===== src/include/sovw_params.svh =====
// constants for the sanitize overwrite command block
`ifndef SOVW_PARAMS_SVH
`define SOVW_PARAMS_SVH

// ****************************************
// command codes
// ****************************************
`define SOVW_OPC_SANITIZE 8'hb4
`define SOVW_FEAT_STATUS 16'h0000
`define SOVW_FEAT_OVERWRITE 16'h0014
`define SOVW_FEAT_FREEZE 16'h0020

// ****************************************
// field positions
// ****************************************
`define SOVW_SC_INVERT 7
`define SOVW_SC_FMODE 4
`define SOVW_SC_COUNT_HI 3
`define SOVW_RSP_DONE_OK 15
`define SOVW_RSP_IN_PROG 14
`define SOVW_RSP_FROZEN 13
`define SOVW_ERR_ABORT 2
`define SOVW_STS_READY 6
`define SOVW_STS_SEEK_DONE 4
`define SOVW_STS_ERROR 0

// ****************************************
// values and reset values
// ****************************************
`define SOVW_PASSES_ZERO 5'h10
`define SOVW_PROGRESS_IDLE 16'hffff
`define SOVW_RSN_UNREPORTED 8'h00
`define SOVW_RSN_NOT_SANITIZED 8'h01
`define SOVW_RSN_BAD_FEATURE 8'h02
`define SOVW_RSN_FROZEN 8'h03
`define SOVW_RST_BYTE 8'h00
`define SOVW_RST_WORD 16'h0000
`define SOVW_STRAP_WAIT 2'h2

`endif


===== src/include/sovw_pkg.sv =====
// types for the sanitize overwrite command block
package sovw_pkg;

  typedef enum logic [2:0] {
    sanitize_idle_state = 3'b000,
    sanitize_frozen_state = 3'b001,
    sanitize_running_state = 3'b010,
    sanitize_failed_state = 3'b011,
    sanitize_succeeded_state = 3'b100
  } sovw_san_state_t;

  // task-file bytes written by the host
  typedef struct packed {
    logic [7:0] opcode;
    logic [15:0] feature;
    logic [7:0] count_cur;
    logic [7:0] lba_low_cur;
    logic [7:0] lba_low_prev;
    logic [7:0] lba_mid_cur;
    logic [7:0] lba_high_cur;
  } sovw_cmd_t;

  // task-file bytes returned at completion
  typedef struct packed {
    logic [7:0] command_error_flags;
    logic [7:0] device_condition_flags;
    logic [15:0] count;
    logic [7:0] lba_mid;
    logic [7:0] lba_low;
  } sovw_resp_t;

  typedef struct packed {
    logic valid;
    logic [47:0] lba;
    logic [31:0] pattern;
  } sovw_media_wr_t;

endpackage : sovw_pkg


===== src/rtl/sovw_pass_engine.sv =====
// overwrite pass engine: walks every sector once per pass
`timescale 1ns/10ps
`include "sovw_params.svh"

module sovw_pass_engine #(
  parameter int LBA_BITS = 20
) (
  input wire logic clk,
  input wire logic arst_n,
  input wire logic start,
  input wire logic [4:0] pass_total,
  input wire logic invert,
  input wire logic [31:0] pattern,
  input wire logic wr_done,
  input wire logic wr_fail,
  output sovw_pkg::sovw_media_wr_t wr,
  output logic busy,
  output logic finished,
  output logic failed,
  output logic [15:0] progress
);

  if (LBA_BITS < 1 || LBA_BITS > 47)
  begin : g_bad_lba
    $error("sovw_pass_engine: LBA_BITS out of range");
  end

  localparam int AW = LBA_BITS + 17;

  typedef struct packed {
    logic busy;
    logic wr_valid;
    logic done;
    logic fail;
    logic [LBA_BITS-1:0] lba;
    logic [4:0] pass;
    logic [4:0] total;
    logic [31:0] pat;
    logic invert;
    logic [AW-1:0] acc;
  } sovw_eng_state_t;

  sovw_eng_state_t st;
  sovw_eng_state_t next_st;

  // floor(65536 / n): progress step per sector, so the sum over
  // every write of every pass lands on full scale for a power-of-two n, just under it otherwise
  function automatic logic [16:0] sovw_recip(input logic [4:0] n);
    case (n)
      5'd1: sovw_recip = 17'h10000;
      5'd2: sovw_recip = 17'h08000;
      5'd3: sovw_recip = 17'h05555;
      5'd4: sovw_recip = 17'h04000;
      5'd5: sovw_recip = 17'h03333;
      5'd6: sovw_recip = 17'h02aaa;
      5'd7: sovw_recip = 17'h02492;
      5'd8: sovw_recip = 17'h02000;
      5'd9: sovw_recip = 17'h01c71;
      5'd10: sovw_recip = 17'h01999;
      5'd11: sovw_recip = 17'h01745;
      5'd12: sovw_recip = 17'h01555;
      5'd13: sovw_recip = 17'h013b1;
      5'd14: sovw_recip = 17'h01249;
      5'd15: sovw_recip = 17'h01111;
      default: sovw_recip = 17'h01000;
    endcase
  endfunction : sovw_recip

  always_comb
  begin
    next_st = st;
    next_st.done = 1'b0;
    if (start && !st.busy)
    begin
      next_st.busy = 1'b1;
      next_st.wr_valid = 1'b1;
      next_st.fail = 1'b0;
      next_st.lba = '0;
      next_st.pass = 5'h00;
      next_st.total = pass_total;
      next_st.pat = pattern;
      next_st.invert = invert;
      next_st.acc = '0;
    end
    else if (st.busy && st.wr_valid && wr_done)
    begin
      next_st.fail = st.fail | wr_fail;
      next_st.acc = st.acc + AW'(sovw_recip(st.total));
      if (st.lba == {LBA_BITS{1'b1}})
      begin
        next_st.lba = '0;
        next_st.pass = st.pass + 5'h01;
        if (st.pass + 5'h01 == st.total)
        begin
          next_st.busy = 1'b0;
          next_st.wr_valid = 1'b0;
          next_st.done = 1'b1;
        end
        else if (st.invert)
          next_st.pat = ~st.pat;
      end
      else
        next_st.lba = st.lba + 1'b1;
    end
  end

  always_ff @(posedge clk or negedge arst_n)
  begin
    if (!arst_n)
      st <= '0;
    else
      st <= next_st;
  end

  assign wr.valid = st.wr_valid;
  assign wr.lba = 48'(st.lba);
  assign wr.pattern = st.pat;
  assign busy = st.busy;
  assign finished = st.done;
  assign failed = st.fail;
  // at the very end a power-of-two pass count makes the sum touch full scale; clamp it
  assign progress = st.acc[AW-1] ? 16'hffff : st.acc[AW-2 -: 16];

endmodule : sovw_pass_engine


===== src/rtl/sovw_top.sv =====
// sanitize command interpreter with overwrite, freeze lock and status
// Functional notes
// overwrite needs opcode B4h and feature 0014h
// accepted overwrite fills whole user area
// accept only when supported and idle/failed/succeeded
// sector-count bit 7 inverts pattern between passes
// bits 3:0 give passes, zero means sixteen
// pattern bytes from four task-file address bytes
// pattern written to every affected sector
// sector-count bit 4 captured as failure-exit option
// option one: status query leaves failed state
// option zero: failed aborts option-one commands
// abort option-one overwrite after option-zero failure
// bit 15 success flag, kept across power-on
// bit 14 shows operation in progress
// bit 13 shows frozen state
// progress numerator over 65536 in two bytes
// progress all ones when not running
// abort flag after freeze lock since power-on
// error reason code in sector number byte
// success means every written block is readable
// frozen aborts all but status until reset
// completion: busy, fault, corrected clear; error on abort
// running on start, failed/succeeded on end
`timescale 1ns/10ps
`include "sovw_params.svh"

module sovw_top #(
  parameter int LBA_BITS = 20,
  parameter bit SANITIZE_SUPPORTED = 1'b1
) (
  input wire logic clk,
  input wire logic arst_n,
  input wire logic cmd_valid,
  input sovw_pkg::sovw_cmd_t cmd,
  output logic resp_valid,
  output sovw_pkg::sovw_resp_t resp,
  output sovw_pkg::sovw_media_wr_t media_wr,
  input wire logic media_wr_done,
  input wire logic media_wr_fail,
  input wire logic nv_done_ok_in,
  output logic nv_done_ok_out,
  output sovw_pkg::sovw_san_state_t san_state
);

  // ****************************************
  // elaboration checks
  // ****************************************
  if (LBA_BITS < 1 || LBA_BITS > 47)
  begin : g_bad_lba
    $error("sovw_top: LBA_BITS out of range");
  end

  // ****************************************
  // state
  // ****************************************
  typedef struct packed {
    sovw_pkg::sovw_san_state_t san;
    logic failure_exit_option;
    logic freeze_seen;
    logic done_ok;
    logic resp_valid;
    sovw_pkg::sovw_resp_t resp;
    logic strap_meta;
    logic strap_sync;
    logic [1:0] strap_wait;
    logic start;
    logic [4:0] passes;
    logic invert;
    logic [31:0] pattern;
  } sovw_top_state_t;

  sovw_top_state_t st;
  sovw_top_state_t next_st;

  logic eng_busy;
  logic eng_finished;
  logic eng_failed;
  logic [15:0] eng_progress;

  // ****************************************
  // helpers
  // ****************************************
  function automatic logic [4:0] sovw_pass_count(input logic [7:0] count_byte);
    if (count_byte[`SOVW_SC_COUNT_HI:0] == 4'h0)
      sovw_pass_count = `SOVW_PASSES_ZERO;
    else
      sovw_pass_count = {1'b0, count_byte[`SOVW_SC_COUNT_HI:0]};
  endfunction : sovw_pass_count

  function automatic logic sovw_may_start(input sovw_pkg::sovw_san_state_t s);
    sovw_may_start = (s == sovw_pkg::sanitize_idle_state) ||
                     (s == sovw_pkg::sanitize_failed_state) ||
                     (s == sovw_pkg::sanitize_succeeded_state);
  endfunction : sovw_may_start

  function automatic sovw_pkg::sovw_resp_t sovw_answer(
    input sovw_pkg::sovw_san_state_t s,
    input logic ok,
    input logic [15:0] prog,
    input logic abort,
    input logic freeze_seen,
    input logic [7:0] reason
  );
    sovw_pkg::sovw_resp_t r;
    logic [15:0] p;
    r = '0;
    p = (s == sovw_pkg::sanitize_running_state) ? prog : `SOVW_PROGRESS_IDLE;
    r.count[`SOVW_RSP_DONE_OK] = ok;
    r.count[`SOVW_RSP_IN_PROG] = (s == sovw_pkg::sanitize_running_state);
    r.count[`SOVW_RSP_FROZEN] = (s == sovw_pkg::sanitize_frozen_state);
    r.lba_mid = p[15:8];
    r.lba_low = p[7:0];
    // busy, fault and corrected stay zero in every completion
    r.device_condition_flags[`SOVW_STS_READY] = 1'b1;
    r.device_condition_flags[`SOVW_STS_SEEK_DONE] = 1'b1;
    r.device_condition_flags[`SOVW_STS_ERROR] = abort;
    r.command_error_flags[`SOVW_ERR_ABORT] = abort | (freeze_seen & abort);
    if (abort)
      r.lba_low = reason;
    sovw_answer = r;
  endfunction : sovw_answer

  // ****************************************
  // next-state logic
  // ****************************************
  always_comb
  begin
    logic abort;
    logic [7:0] reason;
    logic fm_new;
    logic [15:0] prog;
    abort = 1'b0;
    reason = `SOVW_RSN_UNREPORTED;
    fm_new = cmd.count_cur[`SOVW_SC_FMODE];
    // the engine keeps its old sum until its start pulse lands, one cycle
    // after acceptance; show zero until it is really counting
    prog = eng_busy ? eng_progress : 16'h0000;
    next_st = st;
    next_st.resp_valid = 1'b0;
    next_st.start = 1'b0;

    // strap catch: the synced level is taken once, after release,
    // so the success flag reappears across a power-on reset
    next_st.strap_meta = nv_done_ok_in;
    next_st.strap_sync = st.strap_meta;
    if (st.strap_wait != 2'h3)
    begin
      next_st.strap_wait = st.strap_wait + 2'h1;
      if (st.strap_wait == `SOVW_STRAP_WAIT)
        next_st.done_ok = st.strap_sync;
    end

    // end of the background operation
    if (eng_finished && st.san == sovw_pkg::sanitize_running_state)
    begin
      if (eng_failed)
      begin
        next_st.san = sovw_pkg::sanitize_failed_state;
        next_st.done_ok = 1'b0;
      end
      else
      begin
        next_st.san = sovw_pkg::sanitize_succeeded_state;
        next_st.done_ok = 1'b1;
      end
    end

    // host command; non-sanitize opcodes are not this block's
    if (cmd_valid && cmd.opcode == `SOVW_OPC_SANITIZE)
    begin
      next_st.resp_valid = 1'b1;
      case (cmd.feature)
        `SOVW_FEAT_OVERWRITE:
        begin
          if (!SANITIZE_SUPPORTED)
          begin
            abort = 1'b1;
            reason = `SOVW_RSN_BAD_FEATURE;
          end
          else if (st.freeze_seen || st.san == sovw_pkg::sanitize_frozen_state)
          begin
            abort = 1'b1;
            reason = `SOVW_RSN_FROZEN;
          end
          else if (!sovw_may_start(st.san))
            abort = 1'b1;
          else if (st.san == sovw_pkg::sanitize_failed_state &&
                   !st.failure_exit_option && fm_new)
            abort = 1'b1;
          else
          begin
            next_st.san = sovw_pkg::sanitize_running_state;
            next_st.done_ok = 1'b0;
            next_st.failure_exit_option = fm_new;
            next_st.start = 1'b1;
            next_st.passes = sovw_pass_count(cmd.count_cur);
            next_st.invert = cmd.count_cur[`SOVW_SC_INVERT];
            next_st.pattern = {cmd.lba_low_prev, cmd.lba_high_cur,
                               cmd.lba_mid_cur, cmd.lba_low_cur};
          end
        end
        `SOVW_FEAT_FREEZE:
        begin
          if (!SANITIZE_SUPPORTED)
          begin
            abort = 1'b1;
            reason = `SOVW_RSN_BAD_FEATURE;
          end
          else if (st.san == sovw_pkg::sanitize_frozen_state)
          begin
            abort = 1'b1;
            reason = `SOVW_RSN_FROZEN;
          end
          else if (!sovw_may_start(st.san))
            abort = 1'b1;
          else
          begin
            next_st.san = sovw_pkg::sanitize_frozen_state;
            next_st.freeze_seen = 1'b1;
          end
        end
        `SOVW_FEAT_STATUS:
        begin
          if (!SANITIZE_SUPPORTED)
          begin
            abort = 1'b1;
            reason = `SOVW_RSN_BAD_FEATURE;
          end
          else if (st.san == sovw_pkg::sanitize_failed_state &&
                   st.failure_exit_option)
            next_st.san = sovw_pkg::sanitize_idle_state;
        end
        default:
        begin
          abort = 1'b1;
          reason = `SOVW_RSN_BAD_FEATURE;
        end
      endcase
      // the answer shows the state as it stands after this command
      next_st.resp = sovw_answer(next_st.san, next_st.done_ok, prog,
                                 abort, st.freeze_seen, reason);
    end
  end

  // ****************************************
  // registers
  // ****************************************
  // reset also takes the frozen state back to idle
  always_ff @(posedge clk or negedge arst_n)
  begin
    if (!arst_n)
    begin
      st <= '0;
      st.san <= sovw_pkg::sanitize_idle_state;
      st.resp.lba_mid <= `SOVW_RST_BYTE;
      st.resp.count <= `SOVW_RST_WORD;
    end
    else
      st <= next_st;
  end

  // ****************************************
  // pass engine
  // ****************************************
  // user area is taken as 2**LBA_BITS sectors; a drive of other size
  // needs a limit compare in place of the all-ones wrap
  sovw_pass_engine #(
    .LBA_BITS(LBA_BITS)
  ) u_engine (
    .clk(clk),
    .arst_n(arst_n),
    .start(st.start),
    .pass_total(st.passes),
    .invert(st.invert),
    .pattern(st.pattern),
    .wr_done(media_wr_done),
    .wr_fail(media_wr_fail),
    .wr(media_wr),
    .busy(eng_busy),
    .finished(eng_finished),
    .failed(eng_failed),
    .progress(eng_progress)
  );

  // ****************************************
  // outputs
  // ****************************************
  assign resp_valid = st.resp_valid;
  assign resp = st.resp;
  assign nv_done_ok_out = st.done_ok;
  assign san_state = st.san;

endmodule : sovw_top


===== config.mk =====
export PLATFORM = sky130hd
export DESIGN_NAME = sovw_top
export DESIGN_NICKNAME = d
export VERILOG_FILES = /design/src/include/sovw_pkg.sv /design/src/rtl/sovw_pass_engine.sv /design/src/rtl/sovw_top.sv
export VERILOG_INCLUDE_DIRS = /design/src /design/src/include
export SDC_FILE = /design/constraint.sdc
export NUM_CORES = 1
export LEC_CHECK = 0
export BUFFER_PORTS_ARGS = -buffer_cell sky130_fd_sc_hd__buf_2
export CORE_MARGIN = 8
export CORE_UTILIZATION = 45
export CTS_CLUSTER_DIAMETER = 120
export CTS_CLUSTER_SIZE = 12
export DETAILED_ROUTE_END_ITERATION = 6
export PLACE_DENSITY = 0.73
export SKIP_CTS_REPAIR_TIMING = 1
export SYNTH_ARGS = -nofsm -noshare
export SYNTH_HDL_FRONTEND = slang
export SYNTH_SLANG_ARGS = --single-unit

===== constraint.sdc =====
create_clock -name clk -period 5.2 [get_ports clk]
set_input_delay 0 -clock clk [delete_from_list [all_inputs] [get_ports clk]]
set_output_delay 0 -clock clk [all_outputs]
set_load 0.01 [all_outputs]

; ---- Yosys cells after proc, flatten, opt, wreduce, memory -nomap -nowiden
; Memory sizes are Yosys's and may differ from the RTL's.
; Index checks and enable logic that the tools add are counted.
[classes]
n_addsub = 4
mux = 61
n_bitwise = 7
n_eq_ne = 14
reduce_logical = 25
[ops]
columns = cell, n
row1 = 39-bit two-way mux, 5
row2 = 32-bit two-way mux, 5
row3 = 37-bit two-way mux, 2
row4 = 55-bit two-way mux, 1
row5 = 17-bit two-way mux, 3
row6 = 16-bit two-way mux, 3
row7 = 37-bit by 17-bit adder with 37-bit output, 1
row8 = 32-bit inverter, 1
row9 = 29-bit two-way mux, 1
row10 = 26-bit two-way mux, 1
row11 = 3-bit two-way mux, 8
row12 = "20-bit by 1-bit adder with 20-bit output, second input constant", 1
row13 = "20-bit == test, second input constant", 1
row14 = 20-bit two-way mux, 1
row15 = 1-bit two-way mux, 19
row16 = "16-bit by 5-bit == test with 1-bit output, second input constant", 1
row17 = "16-bit by 6-bit == test with 1-bit output, second input constant", 1
row18 = 16-bit logical NOT, 1
row19 = 4-bit two-way mux, 3
row20 = 5-bit two-way mux, 2
row21 = "3-bit by 2-bit == test with 1-bit output, second input constant", 3
row22 = 3-bit one-hot mux with 3 select lines, 1
row23 = "8-bit == test, second input constant", 1
row24 = 1-bit logical AND, 8
row25 = 24 further kinds, 37
[word_totals]
out_inout_bits = 134
input_bits = 70
elab_cells = 139
memories = 1
romBits = 272
reg_bits = 176
[memory_table]
columns = name, words, word_bits, read_ports, rd_ports_with_merged_regs, write_ports, line
row1 = (no name shown), 16, 17, 1, 0, 0, sovw_pass_engine.sv:49  ; case (n)

; ---- Longest topological paths before layout
[logic_depth]
word_depth = 12
depth_mapped = 18
depth_no_buf = 15

; ---- Modules after synthesis
; A second synthesis with hierarchy kept.
[unflattened]
cells_unflattened = 1208
hier_area_um2 = 10697.8
[by_module_without_submodules]
columns = mod, seq_area_each_um2, cells_each, area_each_um2, n_inst
row1 = sovw_pass_engine, 2577.5, 823, 7105.6, 1
row2 = sovw_top, 1801.7, 385, 3592.2, 1

; ---- Worst setup path after synthesis
; OpenSTA, ideal clock, no wires.
[synth_path]
path_kind = flip-flop to flip-flop
startpoint = register u_engine.st[70] in the netlist's numbering
endpoint = register u_engine.st[36] in the netlist's numbering
period_less_slack_ns = 3.634
setup_time_ns = 0.078
required_time_ns = 5.122
arrival_ns = 3.556
path_slack_ns = 1.566
path_stages_with_launch = 14
n_path_buf = 2
cell_sequence = dfrtp_1 -> inv_1 -> ha_1 -> clkbuf_1 -> or4b_2 -> fa_1 -> nand2b_1 -> a21oi_1 -> o21ai_1 -> a32oi_2 -> a31oi_1 -> clkbuf_1 -> or4_1 -> a21oi_1
[synth_between]
elab_chain_cells = 7
[synth_lines]
columns = element, line
row1 = from (decl), sovw_pass_engine.sv:43  ; sovw_eng_state_t st;
row2 = from (signal assigned), sovw_pass_engine.sv:112  ; st <= next_st;
row3 = memory 16 x 17 bit, n/a
row4 = 17-bit two-way mux, sovw_pass_engine.sv:49
row5 = 17-bit two-way mux, sovw_pass_engine.sv:85  ; else if (st.busy && st.wr_valid && wr_done)
row6 = 17-bit two-way mux, sovw_pass_engine.sv:73  ; if (start && !st.busy)
row7 = 37-bit by 17-bit adder with 37-bit output, sovw_pass_engine.sv:88  ; next_st.acc = st.acc + AW'(sovw_recip(st.total));
row8 = 37-bit two-way mux, sovw_pass_engine.sv:85
row9 = 37-bit two-way mux, sovw_pass_engine.sv:73
; Every way passes these cells. The select of a mux whose other input is x is not followed.
; A chain may end at the register's enable or synchronous reset.

; ---- Worst setup path in the final report
; Ends and elaborated chain as after synthesis.

==> flow_metrics.tcl <==
set metrics [dict create \
    outcome "finished, violations left" \
    violations "negative hold slack" \
    numCtsBuffers 17 \
    dp_hpwl_um 15490 \
    tightestPinTransition_ns 1.133 \
    internal_power_mw 2.145 \
    clk_path_buf_depth 2 \
    critPathLaunch "u_engine.st[70]" \
    synth_edf_count 0 \
    fin_crit_ns 3.969 \
    ys_seq_area_frac 0.4396 \
    cellPowerDensity_mw_per_mm2 264.2 \
    ys_types 75 \
    fin_area_mm2 0.01117 \
    endpoint_kind "flop" \
    die_h_um 164.8 \
    grt_max_degree 94 \
    vias 8017 \
    synth_top_area_cell "dfrtp_1" \
    syn_avg_cell_area_um2 8.958 \
    io_pins 204 \
    diodes 0 \
    die_area_mm2 0.02715 \
    setup_tns_ns 0 \
    path_max_fanout 20 \
    port_buffers 148 \
    synth_area_mm2 0.009961 \
    wl_per_cell_um 15.63 \
    dp.cells 1417 \
    ys_ff_latch 175 \
    crit_arrival_ns 4.32 \
    final_layout_size_suffix_gt1_frac 0.1749 \
    fillers 1981 \
    worst_setup_path_start_kind "flop" \
    drt_first_pass_iters 6 \
    hold_class "in2reg" \
    cts_sinks 175 \
    clk_latency_ns 0.44 \
    total_leakage_power_nw 5.608 \
    ys_warn_count 0 \
    fin_cells 1492 \
    slew_viol_final 0 \
    combPwrFrac 0.085 \
    layout.nets 1296 \
    place_area_mm2 0.01014 \
    critPathKind "reg2reg" \
    ant_nets 0 \
    synthDominantCellAreaShare 0.4396 \
    start_util 0.4578 \
    switchingPower_mw 0.8053 \
    route.detailed.drc 0 \
    h-tree-depth 4 \
    antenna_found_initial 0 \
    clkPwrFrac 0.433 \
    netlist_top_cells_area "dfrtp_1, buf_4, nand2_1, o21ai_0, nor2_1" \
    reg2reg_from "u_engine.st[70]" \
    slew_headroom 0.2397 \
    grt.total_usage 0.1656 \
    hold_violations 1 \
    rsz0062_at_grt "no" \
    worstHoldStart "cmd[47]" \
    gp_congestion 0.8756 \
    avgViaCountPerCell 5.373 \
    cts_root_buf "clkbuf_16" \
    max_freq_ghz 0.2520 \
    pwr-share-seq 0.481 \
    clk_pin_slew_worst_paths_ns 0.08 \
    grt_pass1_wl_um 37000 \
    die_width_um 164.8 \
    async_reset_ff_frac 1.000 \
    cp.required_ns 5.55 \
    overflow 0 \
    wl_um 23330 \
    fp.coreArea_mm2 0.02176 \
    grt_pass1_vias 7413 \
    switching_share 0.2730 \
    fp-row-count 54 \
    cts_tree "built" \
    drv_cap 0 \
    synthToLayoutAreaGrowth_pct 12.11 \
    syn_inst 1112 \
    holdWs_ns -0.01750 \
    p_total_mw 2.950 \
    synth_flop_cell "dfrtp_1" \
    drt_iter0_drc 479 \
    setup_viol 0 \
    max-vdd-ir-drop_mv 0.2068 \
    fin_crit_sh 0.7632 \
    finClkSkew_ns 0.01724 \
]
## power by group through the flow
stage               combinational [mW]  clock (mW)  sequential [mW]
detailed placement               0.226           0             1.45
CTS                              0.226        1.31             1.42
global placement                 0.221           0             1.44
global route                     0.282        1.37             1.43
finish                           0.252        1.28             1.42
floorplan                        0.184           0             1.44
## cells in the mapped netlist, types with 8 or more instances
| library cell | number |
|---|---|
| a21oi_1 | 43 |
| a221o_1 | 33 |
| a31oi_1 | 18 |
| buf_4 | 132 |
| clkbuf_1 | 48 |
| dfrtp_1 | 175 |
| ha_1 | 26 |
| inv_1 | 20 |
| nand2_1 | 198 |
| nand2b_1 | 9 |
| nand3_1 | 21 |
| nand4_1 | 14 |
| nor2_1 | 91 |
| nor2b_1 | 8 |
| nor3_1 | 9 |
| o211ai_1 | 13 |
| o21ai_0 | 87 |
| o31ai_1 | 25 |
| or4_1 | 13 |
| xnor2_1 | 11 |
| xor2_1 | 9 |
## layout make-up
cell class,count,area [µm²],share of cell area
Multi-Input combinational cell,782,4501,0.4030
Tap cell,280,350.3,0.03137
Clock inverter,15,172.7,0.01546
Clock buffer,17,425.4,0.03810
Timing Repair Buffer,202,1260,0.1128
Sequential cell,175,4379,0.3922
Inverter,21,78.83,0.007059
## cell families after synthesis
| group | count (synthesis) | synth area share |
|---|---|---|
| fa+ha+maj | 27 | 0.03467 |
| buf+inv | 207 | 0.1291 |
| other cells | 1 | 0.0003765 |
| xor+xnor | 20 | 0.01759 |
| flops | 175 | 0.4396 |
| compound gates | 270 | 0.1830 |
| mux | 4 | 0.004020 |
| simple gates | 408 | 0.1916 |
## per-stage QoR
step	setup WS (ns)	hold slack, ns	utilization
after detailed placement	1.280	0.1183	0.4660
final	1.231	-0.01750	0.5133
after CTS	1.259	-0.3377	0.4935
after global routing	0.9914	0.01541	0.5133
after floorplan	1.566	-0.2956	-
after global placement	1.339	0.1134	0.4660
## placed cells by master, fill, tap and decap left out, types with 6 or more instances in the layout
master	count
a21o_1	7
dfrtp_1	175
nand2b_1	9
ha_1	26
conb_1	53
nor2b_1	7
inv_1	20
xor2_1	9
a21oi_1	43
xnor2_1	11
or4_1	13
a221o_1	33
o211ai_1	13
buf_2	147
nand3_1	21
and3_1	6
nor3_1	9
and2_1	7
dlygate4sd3_1	43
nand2_1	198
nor2_1	90
o21ai_0	87
a31oi_1	18
o31ai_1	25
clkbuf_16	17
nand4_1	14
buf_4	11
## state kept, by name (all words and copies together) (netlist names)
signal,flops
u_engine.finished,1
u_engine.wr,53
resp_valid,1
st,44
nv_done_ok_out,1
u_engine.st,48
resp,22
san_state,3
next_st,1
u_engine.failed,1
## metal layers
metal	share of wire	global-route usage	routed length [µm]
met2	0.45	0.2541	10470
met1	0.45	0.2252	10590
met4	0.0082	0.03849	191
met5	0	0	0
met3	0.089	0.05110	2078
## worst paths after layout
| kind | endpoint | slack [ns] | depth (start not counted) |
|---|---|---|---|
| setup / recovery | u_engine.st[36] | 1.23 | 12 |
| hold / removal | st[93] | -0.02 | 4 |
| setup reg to reg | u_engine.st[36] | 1.23 | 12 |
| hold reg to reg | st[41] | 0.35 | 0 |
| max in group asynchronous | st[37] | 3.67 | 3 |
| min in group asynchronous | resp_valid | 0.21 | 2 |
## critical path, cell delays in order, from the launching register on
cell      delay (ns)
dfrtp_1         0.45
inv_1           0.15
ha_1            0.32
or4b_2          0.68
fa_1            0.42
nand2b_1        0.19
a21oi_1         0.24
o21ai_1         0.14
a32oi_2         0.28
a31oi_1         0.12
buf_4           0.21
or4_1           0.52
a21oi_1         0.16
Power figures use the tool's default switching activity.
